[config.mk]
export PLATFORM = sky130hd
export DESIGN_NAME = csc_sense_capture
export DESIGN_NICKNAME = d
export VERILOG_FILES = /design/src/csc_pkg.sv /design/src/csc_sense_capture.sv
export SDC_FILE = /design/constraint.sdc
export NUM_CORES = 1
export LEC_CHECK = 0
export BUFFER_PORTS_ARGS = -buffer_cell sky130_fd_sc_hd__buf_2
export CAP_MARGIN = 25
export CORE_MARGIN = 4
export CORE_UTILIZATION = 55
export CTS_CLUSTER_DIAMETER = 120
export DETAILED_ROUTE_END_ITERATION = 6
export GPL_TIMING_DRIVEN = 0
export PLACE_DENSITY = 0.89
export SYNTH_ARGS = -nofsm -noshare
export SYNTH_HDL_FRONTEND = slang
export SYNTH_SLANG_ARGS = --single-unit
[constraint.sdc]
create_clock -name aclk -period 5.1 [get_ports aclk]
set_clock_uncertainty 0.2 [all_clocks]
set_input_delay 1.53 -clock aclk [delete_from_list [all_inputs] [get_ports aclk]]
set_output_delay 1.53 -clock aclk [all_outputs]
set_load 0.1 [all_outputs]
[src/csc_pkg.sv]
package csc_pkg;

	// Register indices; byte address is four times the index
	localparam logic [5:0] IDX_FRU = 6'h08;
	localparam logic [5:0] IDX_CK1 = 6'h09;
	localparam logic [5:0] IDX_CK2 = 6'h0A;
	localparam logic [5:0] IDX_CK3 = 6'h0B;
	localparam logic [5:0] IDX_FR3 = 6'h0F;
	localparam logic [5:0] IDX_FR4 = 6'h10;
	localparam logic [5:0] IDX_SDI = 6'h15;
	localparam logic [5:0] IDX_SYM = 6'h16;
	localparam logic [5:0] IDX_CTRL = 6'h18;
	localparam logic [5:0] IDX_STAT = 6'h19;

	// Sense bit n counts from the most significant bit
	localparam int B0 = 7;
	localparam int B1 = 6;
	localparam int B2 = 5;
	localparam int B3 = 4;
	localparam int B4 = 3;
	localparam int B5 = 2;
	localparam int B6 = 1;
	localparam int B7 = 0;

	// Control and status fields
	localparam int CTRL_INHIBIT = 0;
	localparam int STAT_FROZEN = 0;

	localparam logic [1:0] RESP_OKAY = 2'h0;
	localparam logic [1:0] RESP_SLVERR = 2'h2;
	localparam logic [7:0] BYTE_RST = 8'h00;
	localparam logic [31:0] WORD_RST = 32'h0000_0000;
	// Good-parity idle value of the ALU bus in the synchroniser after reset
	localparam logic [8:0] ALU_IDLE = 9'h001;

	// Director-side check and state lines
	typedef struct packed {
		logic t0;
		logic [4:0] grp_dec;
		logic ext_op;
		logic solid_chk;
		logic store_cycle;
		logic ros_exec;
		logic [8:0] alu_bus;
		logic in_par_err;
		logic [5:0] ext_addr;
		logic ls_addr_chk;
		logic gate_chk;
		logic dbl_bit_err;
		logic bad_clk_seq;
		logic [3:0] mnt_decode;
		logic [3:0] ring_gates;
		logic [2:0] refresh_faults;
		logic start_req;
		logic stop_req;
		logic drc_par_err;
		logic inv_addr;
		logic cs_addr_par;
		logic cs_data_par;
		logic fetch_in_par;
		logic reg_in_par;
		logic [2:0] cpu_faults;
		logic [4:0] cpu_status;
		logic [2:0] cs_addr_hi;
		logic [7:0] id_sw;
	} csc_pins_t;

	typedef struct packed {
		csc_pins_t sync1;
		csc_pins_t sync2;
		logic frozen;
		logic inhibit;
		logic [7:0] fru;
		logic [7:0] ck1;
		logic [7:0] ck2;
		logic [7:0] ck3;
		logic [7:0] fr3;
		logic [7:0] fr4;
		logic awready;
		logic wready;
		logic bvalid;
		logic [1:0] bresp;
		logic arready;
		logic rvalid;
		logic [1:0] rresp;
		logic [31:0] rdata;
		logic aw_got;
		logic w_got;
		logic [7:0] awaddr;
		logic [31:0] wdata;
		logic wstrb0;
	} csc_state_t;

endpackage

[src/csc_sense_capture.sv]
// Behaviour
// Group-select flags follow each decoder's decode
// Byte 8 bit 4 marks external register operation
// Byte 8 bit 5 records unrecoverable solid check
// Byte 8 bit 6 captures store cycle
// Byte 8 bit 7 captures read-only store execution
// ALU bus parity checked each time-zero phase
// Input parity error propagates unless inhibited
// External address parity checked each time-zero
// Sequence card flags bad ALU bus parity
// Local store or gating error sets bit 3
// Any byte 11 check sets chip summary
// Uncorrectable double-bit fetch sets bit 5
// Bad clock sequence sets bit 6; 7 unused
// Multiple maintenance decodes set byte 10 bit 0
// Overlapping clock ring gates set bit 1
// Any refresh or key fault sets bit 2
// Start with stop together sets bit 3
// Refresh parity bit 4, invalid address bit 5
// Store address bit 6, write data bit 7
// Input parity on fetch or register gating
// Processor faults bit 2, status bits 3-7
// Capture address bits; identifier reads switches
// Snapshot frozen until check byte one read
//
// Our own choice: the AXI4-Lite slave port.
`timescale 1ns/1ps
`default_nettype none

module csc_sense_capture (
	// Clock and reset
	input wire logic aclk,
	input wire logic aresetn,
	// Director check and state lines
	input wire csc_pkg::csc_pins_t pins,
	// Capture status
	output logic sense_frozen,
	// AXI4-Lite write
	input wire logic [7:0] s_axi_awaddr,
	input wire logic s_axi_awvalid,
	output logic s_axi_awready,
	input wire logic [31:0] s_axi_wdata,
	input wire logic [3:0] s_axi_wstrb,
	input wire logic s_axi_wvalid,
	output logic s_axi_wready,
	output logic [1:0] s_axi_bresp,
	output logic s_axi_bvalid,
	input wire logic s_axi_bready,
	// AXI4-Lite read
	input wire logic [7:0] s_axi_araddr,
	input wire logic s_axi_arvalid,
	output logic s_axi_arready,
	output logic [31:0] s_axi_rdata,
	output logic [1:0] s_axi_rresp,
	output logic s_axi_rvalid,
	input wire logic s_axi_rready
);

	csc_pkg::csc_state_t q;
	csc_pkg::csc_state_t d;
	csc_pkg::csc_pins_t p;
	logic [7:0] ck1_n;
	logic [7:0] ck2_n;
	logic [7:0] ck3_n;
	logic [7:0] fru_n;
	logic alu_bad;
	logic any_new;
	logic release_rd;
	logic ar_ok;
	logic [5:0] ridx;
	logic [5:0] widx;

	function automatic logic multi(input logic [3:0] v);
		multi = (v & (v - 4'h1)) != 4'h0;
	endfunction

	always_comb
	begin
		d = q;
		p = q.sync2;
		// Pins pass two flops first
		d.sync1 = pins;
		d.sync2 = q.sync1;

		fru_n = csc_pkg::BYTE_RST;
		fru_n[csc_pkg::B0] = p.grp_dec[0];
		fru_n[csc_pkg::B1] = p.grp_dec[1];
		fru_n[csc_pkg::B2] = p.grp_dec[2];
		fru_n[csc_pkg::B3] = p.grp_dec[3];
		fru_n[csc_pkg::B4] = p.ext_op;
		fru_n[csc_pkg::B5] = p.solid_chk;
		fru_n[csc_pkg::B6] = p.store_cycle;
		fru_n[csc_pkg::B7] = p.ros_exec;

		// Bad input parity shows on the ALU bus unless inhibited
		alu_bad = ~(^p.alu_bus) | (p.in_par_err & ~q.inhibit);

		ck3_n = csc_pkg::BYTE_RST;
		ck3_n[csc_pkg::B0] = p.fetch_in_par;
		ck3_n[csc_pkg::B1] = p.reg_in_par;
		ck3_n[csc_pkg::B2] = |p.cpu_faults;

		ck1_n = csc_pkg::BYTE_RST;
		ck1_n[csc_pkg::B0] = p.t0 & alu_bad;
		ck1_n[csc_pkg::B1] = p.t0 & ~(^p.ext_addr);
		ck1_n[csc_pkg::B2] = alu_bad;
		ck1_n[csc_pkg::B3] = p.ls_addr_chk | p.gate_chk;
		ck1_n[csc_pkg::B4] = ck3_n[csc_pkg::B0] | ck3_n[csc_pkg::B1]
			| ck3_n[csc_pkg::B2];
		ck1_n[csc_pkg::B5] = p.dbl_bit_err;
		ck1_n[csc_pkg::B6] = p.bad_clk_seq;

		ck2_n = csc_pkg::BYTE_RST;
		ck2_n[csc_pkg::B0] = multi(p.mnt_decode);
		ck2_n[csc_pkg::B1] = multi(p.ring_gates);
		ck2_n[csc_pkg::B2] = |p.refresh_faults;
		ck2_n[csc_pkg::B3] = p.start_req & p.stop_req;
		ck2_n[csc_pkg::B4] = p.drc_par_err;
		ck2_n[csc_pkg::B5] = p.inv_addr;
		ck2_n[csc_pkg::B6] = p.cs_addr_par;
		ck2_n[csc_pkg::B7] = p.cs_data_par;

		any_new = (|ck1_n) | (|ck2_n) | (|ck3_n);

		// Read path
		ar_ok = s_axi_arvalid & q.arready;
		ridx = s_axi_araddr[7:2];
		release_rd = ar_ok & (ridx == csc_pkg::IDX_CK1) & q.frozen;

		// Live tracking until a check freezes the snapshot
		if (!q.frozen || release_rd)
		begin
			d.fru = fru_n;
			d.fr3 = {p.cs_addr_hi, p.grp_dec[4], 4'h0};
			d.fr4 = {3'h0, p.ext_addr[4:0]};
			d.ck1 = ck1_n;
			d.ck2 = ck2_n;
			d.ck3 = {ck3_n[7:5], p.cpu_status};
			d.frozen = any_new;
		end

		if (ar_ok)
		begin
			d.arready = 1'b0;
			d.rvalid = 1'b1;
			d.rresp = csc_pkg::RESP_OKAY;
			d.rdata = csc_pkg::WORD_RST;
			case (ridx)
				csc_pkg::IDX_FRU: d.rdata[7:0] = q.fru;
				csc_pkg::IDX_CK1: d.rdata[7:0] = q.ck1;
				csc_pkg::IDX_CK2: d.rdata[7:0] = q.ck2;
				csc_pkg::IDX_CK3: d.rdata[7:0] = q.ck3;
				csc_pkg::IDX_FR3: d.rdata[7:0] = q.fr3;
				csc_pkg::IDX_FR4: d.rdata[7:0] = q.fr4;
				csc_pkg::IDX_SDI: d.rdata[7:0] = p.id_sw;
				csc_pkg::IDX_SYM: d.rdata[15:0] = 16'h0000;
				csc_pkg::IDX_CTRL: d.rdata[csc_pkg::CTRL_INHIBIT] = q.inhibit;
				csc_pkg::IDX_STAT: d.rdata[csc_pkg::STAT_FROZEN] = q.frozen;
				default: d.rresp = csc_pkg::RESP_SLVERR;
			endcase
		end
		else if (q.rvalid && s_axi_rready)
		begin
			d.rvalid = 1'b0;
			d.arready = 1'b1;
		end

		// Write path: address and data in either order
		if (s_axi_awvalid && q.awready)
		begin
			d.awready = 1'b0;
			d.aw_got = 1'b1;
			d.awaddr = s_axi_awaddr;
		end
		if (s_axi_wvalid && q.wready)
		begin
			d.wready = 1'b0;
			d.w_got = 1'b1;
			d.wdata = s_axi_wdata;
			d.wstrb0 = s_axi_wstrb[0];
		end
		widx = q.awaddr[7:2];
		if (q.aw_got && q.w_got && !q.bvalid)
		begin
			d.aw_got = 1'b0;
			d.w_got = 1'b0;
			d.bvalid = 1'b1;
			d.bresp = csc_pkg::RESP_OKAY;
			case (widx)
				csc_pkg::IDX_CTRL:
				begin
					if (q.wstrb0)
						d.inhibit = q.wdata[csc_pkg::CTRL_INHIBIT];
				end
				csc_pkg::IDX_FRU, csc_pkg::IDX_CK1, csc_pkg::IDX_CK2,
				csc_pkg::IDX_CK3, csc_pkg::IDX_FR3, csc_pkg::IDX_FR4,
				csc_pkg::IDX_SDI, csc_pkg::IDX_SYM, csc_pkg::IDX_STAT:
					d.bresp = csc_pkg::RESP_OKAY;
				default: d.bresp = csc_pkg::RESP_SLVERR;
			endcase
		end
		else if (q.bvalid && s_axi_bready)
		begin
			d.bvalid = 1'b0;
			d.awready = 1'b1;
			d.wready = 1'b1;
		end
	end

	always_ff @(posedge aclk)
	begin
		if (!aresetn)
		begin
			q <= '0;
			q.awready <= 1'b1;
			q.wready <= 1'b1;
			q.arready <= 1'b1;
			// Zeroed ALU bus would read as bad parity and freeze a false check
			q.sync1.alu_bus <= csc_pkg::ALU_IDLE;
			q.sync2.alu_bus <= csc_pkg::ALU_IDLE;
		end
		else
			q <= d;
	end

	assign sense_frozen = q.frozen;
	assign s_axi_awready = q.awready;
	assign s_axi_wready = q.wready;
	assign s_axi_bvalid = q.bvalid;
	assign s_axi_bresp = q.bresp;
	assign s_axi_arready = q.arready;
	assign s_axi_rvalid = q.rvalid;
	assign s_axi_rresp = q.rresp;
	assign s_axi_rdata = q.rdata;
endmodule

`default_nettype wire

# Yosys cells after proc, flatten, opt, wreduce, memory -nomap -nowiden
# Cells that the tools add are included.
dict set report totals {
  register_bits 207
  input_bits 127
  out_inout_bits 42
  elab_cells 153
}
dict set report classes {
  addsub 2
  eq_ne 20
  muxes 11
  bitwise 19
  n_reduce_logical 24
}
# op count
set op_table {}
lappend op_table {{6-bit by 4-bit == test with 1-bit output (second input constant)} 10}
lappend op_table {{6-bit by 5-bit == test with 1-bit output (second input constant)} 10}
lappend op_table {{7-bit one-hot mux with 7 select lines} 1}
lappend op_table {{10-bit OR reduction} 3}
lappend op_table {{2-bit two-way mux} 5}
lappend op_table {{9-bit XOR reduction} 1}
lappend op_table {{4-bit bitwise AND} 2}
lappend op_table {{4-bit nonzero test} 2}
lappend op_table {{4-bit by 1-bit subtractor with 4-bit output (second input constant)} 2}
lappend op_table {{1-bit bitwise AND} 7}
lappend op_table {{1-bit one-hot mux with 7 select lines} 1}
lappend op_table {{7-bit OR reduction} 1}
lappend op_table {{1-bit logical AND} 6}
lappend op_table {{1-bit bitwise OR} 6}
lappend op_table {{3-bit OR reduction} 2}
lappend op_table {{6-bit XOR reduction} 1}
lappend op_table {{5-bit OR reduction} 1}
lappend op_table {{1-bit NOT} 4}
lappend op_table {{2-bit nonzero test} 2}
lappend op_table {{1-bit two-way mux} 3}
lappend op_table {{3-bit two-way mux} 1}
lappend op_table {{3-bit AND reduction} 1}
lappend op_table {{1-bit logical NOT} 2}
lappend op_table {{2-bit OR reduction} 1}
lappend op_table {{1-bit logical OR} 1}

# Longest topological paths before layout
dict set report logic_depth {
  word_depth 7
  depth_mapped 7
  ltp_nobuf 5
}

# Least setup slack after synthesis
# Ideal clock, no wire load.
dict set report synth_timing {
  path_type {input to register}
  from {input s_axi_araddr[5]}
  to {register q[119] (netlist bit)}
  setup_time_ns 0.124
  arrival_ns 2.927
  t_required_ns 4.776
  path_slack_ns 1.848
  stages 6
  path_buffers 2
  path_cell_list {buf_4 or4b_4 o31a_1 buf_2 nor4_1 nor3b_1}
}
dict set report synth_between {
  elab_chain_len 4
}
# item line
set synth_rtl {}
lappend synth_rtl {{from (decl)} csc_sense_capture.sv:50} ;# input wire logic [7:0] s_axi_araddr,
lappend synth_rtl {{6-bit by 4-bit == test with 1-bit output} csc_sense_capture.sv:128} ;# release_rd = ar_ok & (ridx == csc_pkg::IDX_CK1) & q.frozen;
lappend synth_rtl {{1-bit bitwise AND (2 in a row)} csc_sense_capture.sv:128}
lappend synth_rtl {{1-bit logical OR} csc_sense_capture.sv:131} ;# if (!q.frozen || release_rd)
lappend synth_rtl {{to (decl)} csc_sense_capture.sv:59} ;# csc_pkg::csc_state_t q;
# No other way between the ends.
# A chain may end at the register's enable or synchronous reset.

# Worst setup path in the final report
dict set report layout_timing {
  from {register q, in the netlist sense_frozen}
  to {output sense_frozen}
}
# item line
set layout_rtl {}
lappend layout_rtl {{to (decl)} csc_sense_capture.sv:37} ;# output logic sense_frozen,
# No word-level cell between the ends.

==> results.cfg <==
[worst_setup_path]
critical_path_buf_inv_count = 1
crit_path_end_kind = output pin
worst-endpoint-arrival_ps = 1390
critPathMaxStageDelay_ps = 470
crit_fanout = 4
crit_path_start_kind = flip-flop
critPathKind = flip-flop to output pin
critical_path.top_delay_family = buffers and inverters
critical-path-slowest-cell = sky130_fd_sc_hd__buf_2
worst-r2r-setup-slack_ps = 3100
crit_required_ps = 3370
path_cells = buf_2

[die]
initial_core_util_pct = 56.6
die_h_um = 122
die-width_um = 122
core_area_um2 = 12700
io-pin-count = 169
placementRows = 41
floorplan.die_area_um2 = 15000

[clocking]
cts.root.buffer_cell = sky130_fd_sc_hd__clkbuf_16
cts_buffers = 20
cts.clk_slew.worst_paths_ps = 60
hold_buffers = 0
post_cts.repair.setup_buffers = 0
clk_latency_ps = 480
cts_tree = yes
cts_num_sinks = 203
post_cts.resized_instances = 0
ctsHtreeMaxLevel = 1
cts_buffer_depth = 3

[placed_design]
dp_hpwl_um = 10700
pre_cts_ws_ps = 1600
place.port_buffers = 99
gp_routability_congestion = 0.914

[power_and_ir_drop]
power_leakage_nw = 3.72
intPower_mw = 2.84
total_switching_power_mw = 0.826
power.sequential.fraction_pct = 46.0
combinational_power_share_pct = 9.4
sw_frac_of_total_pct = 22.5
vdd_ir_drop_max_v = 0.000327
pwr_density_cell_nw_per_um2 = 418
power.clock.fraction_pct = 44.5

[global_route]
antenna_found_initial = 0
first_global_vias = 4762
grt_remaining_overflow = 0
global_route_wire_length_before_repair_um = 23200
grt_max_degree = 16
total_global_route_track_usage_pct = 19.6

[route]
routed_wire_length_per_instance_um = 14.3
via_per_inst = 4.86
dr.pass1.iters = 4
remaining_drc_errors = 0
initialDrtViolationCount = 306
ant_nets = 0
vias = 5058
totalWireLength_um = 14800

[sta]
max_freq_mhz = 320
finalSetupViolCount = 0
tightestPinTransition_ps = 868
timing.final.crit_period_ps = 3120
finalWorstSetupSlack_ps = 1980
drv_slew = 0
grt_setup_unrepaired = no
layout_worst_path_cycle_share_pct = 61.2
setup-tns-final_ps = 0
hold_viol = 0
timing.slew.headroom_pct = 41.7

[flow_run]
drv_cap = 0

[finish]
regArea_um2 = 4060
fraction_of_final_layout_cells_sized_beyond_drive_strength_1_pct = 21.7
nets = 981
fill_cells = 992
antenna_cells = 0
utilization_pct = 68.9
multi_input_comb_area_um2 = 2790
area_growth_syn_to_layout_pct = 21.6

[logic_synthesis]
syn_inst = 708
edff_count_synth = 0
synthFlopType = sky130_fd_sc_hd__dfxtp_1
yosysUniqueCellTypes = 52
async_set_or_reset_flop_fraction_in_the_synthesized_netlist_pct = 0
ys_ff_latch = 203
top_cell_type_by_total_area_after_synthesis = sky130_fd_sc_hd__dfxtp_1
ys_seq_area_share_pct = 56.4
yosys_warnings = 0
mean_instance_size_in_the_synthesized_netlist_um2 = 10.2
synthTopCellsByCount = sky130_fd_sc_hd__dfxtp_1, sky130_fd_sc_hd__and2_1, sky130_fd_sc_hd__nand2_1
synthesis.area_um2 = 7200
synth.top_cell.area_share_pct = 56.4
synth.area.top_cells = sky130_fd_sc_hd__dfxtp_1, sky130_fd_sc_hd__and2_1, sky130_fd_sc_hd__nand2_1, sky130_fd_sc_hd__a21boi_0, sky130_fd_sc_hd__buf_4
post-synth-top-count-cell = sky130_fd_sc_hd__dfxtp_1

[outcome]
status = complete, no violations

[worst_hold_path]
worst_hold_path_type = flip-flop to flip-flop
-- metrics by stage --
| stage | cell area [um2] | power (mW) | std cells | hold slack (ps) |
|---|---|---|---|---|
| 6_report | 8760 | 3.66 | 1040 | 212 |
| 5_1_grt | 8760 | 3.79 | 1040 | 222 |
| 4_1_cts | 8760 | 3.69 | 1040 | 222 |
| 3_5_place_dp | 8010 | 2.06 | 1004 | 207 |
| 3_3_place_gp | 8010 | 2.06 | 1004 | 196 |
| 2_1_floorplan | 7300 | 1.98 | 733 | 186 |
-- layout by cell type, fill, tap and decap left out, drive strengths merged, types with 3 or more instances in the layout --
cell type / netlist / routed
dfxtp: 203 / 203
nor3: 5 / 5
nand2: 96 / 96
and2: 141 / 141
conb: 1 / 26
nor2: 9 / 9
mux4: 4 / 4
nand2b: 6 / 6
mux2i: 5 / 5
nand3: 10 / 10
a21o: 3 / 3
xnor2: 8 / 8
nor4: 4 / 4
a22oi: 4 / 4
o21ai: 22 / 22
a21oi: 10 / 10
or3: 3 / 3
clkbuf: 30 / 60
buf: 45 / 144
o2bb2ai: 3 / 3
bufinv: 0 / 5
inv: 3 / 3
nor2b: 3 / 3
a21boi: 50 / 50
a222oi: 3 / 3
nand4: 3 / 3
mux2: 4 / 4
-- metal layers --
layer,track usage [%],vias up,wire (um)
li1,-,2558,-
met1,24.6,2300,6050
met2,34.1,165,7360
met3,3.27,35,1020
met4,6.58,0,404
met5,0,-,0
-- flip-flops by register name, summed over array words and instances (netlist names), 2 cells and up --
| register | count |
|---|---|
| ck1_n | 2 |
| q | 51 |
| p | 52 |
| s_axi_rdata | 8 |
| fru_n | 8 |
| ck3_n | 2 |
| ck2_n | 4 |
| d | 68 |
-- layout make-up --
cell class	count	share of cell area, %
timing repair buffer	99	5.65
multi-input combinational	452	31.9
inverter	3	0.128
sequential	203	46.4
clock inverter	6	1.77
clock buffer	30	6.84
tap	172	2.46
buffer	75	4.93
-- kinds of logic (layout without fill, tap and decap cells) --
group / Yosys count / after routing / synth area share [%]
other: 1 / 26 / 0.0521
muxes: 13 / 13 / 2.57
adders and majority gates: 2 / 2 / 0.278
DFF: 203 / 203 / 56.4
AOI/OAI and AO/OA: 107 / 107 / 10.6
xor gates and xnor gates: 12 / 12 / 1.84
buffers and inverters: 78 / 213 / 6.15
and+or+nand+nor: 292 / 292 / 22.1
-- power groups by stage --
| stage | Clock [mW] | Sequential, mW | Combinational (mW) |
|---|---|---|---|
| after global placement | 0 | 1.72 | 0.338 |
| after detailed placement | 0 | 1.72 | 0.343 |
| after floorplan | 0 | 1.73 | 0.244 |
| after global routing | 1.72 | 1.69 | 0.375 |
| after CTS | 1.65 | 1.69 | 0.347 |
| final | 1.63 | 1.69 | 0.346 |
-- path summary, 6_finish.rpt --
| check | start | to | depth (start not counted) |
|---|---|---|---|
| hold / removal | d[183]$_SDFF_PN1_ | p[49]$_SDFF_PN1_ | 1 |
| setup reg to reg | p[51]$_SDFF_PN0_ | sense_frozen$_SDFFE_PN0P_ | 5 |
| hold reg to reg | d[183]$_SDFF_PN1_ | p[49]$_SDFF_PN1_ | 1 |
| setup / recovery | sense_frozen$_SDFFE_PN0P_ | sense_frozen | 1 |
Power figures use the tool's default switching activity.
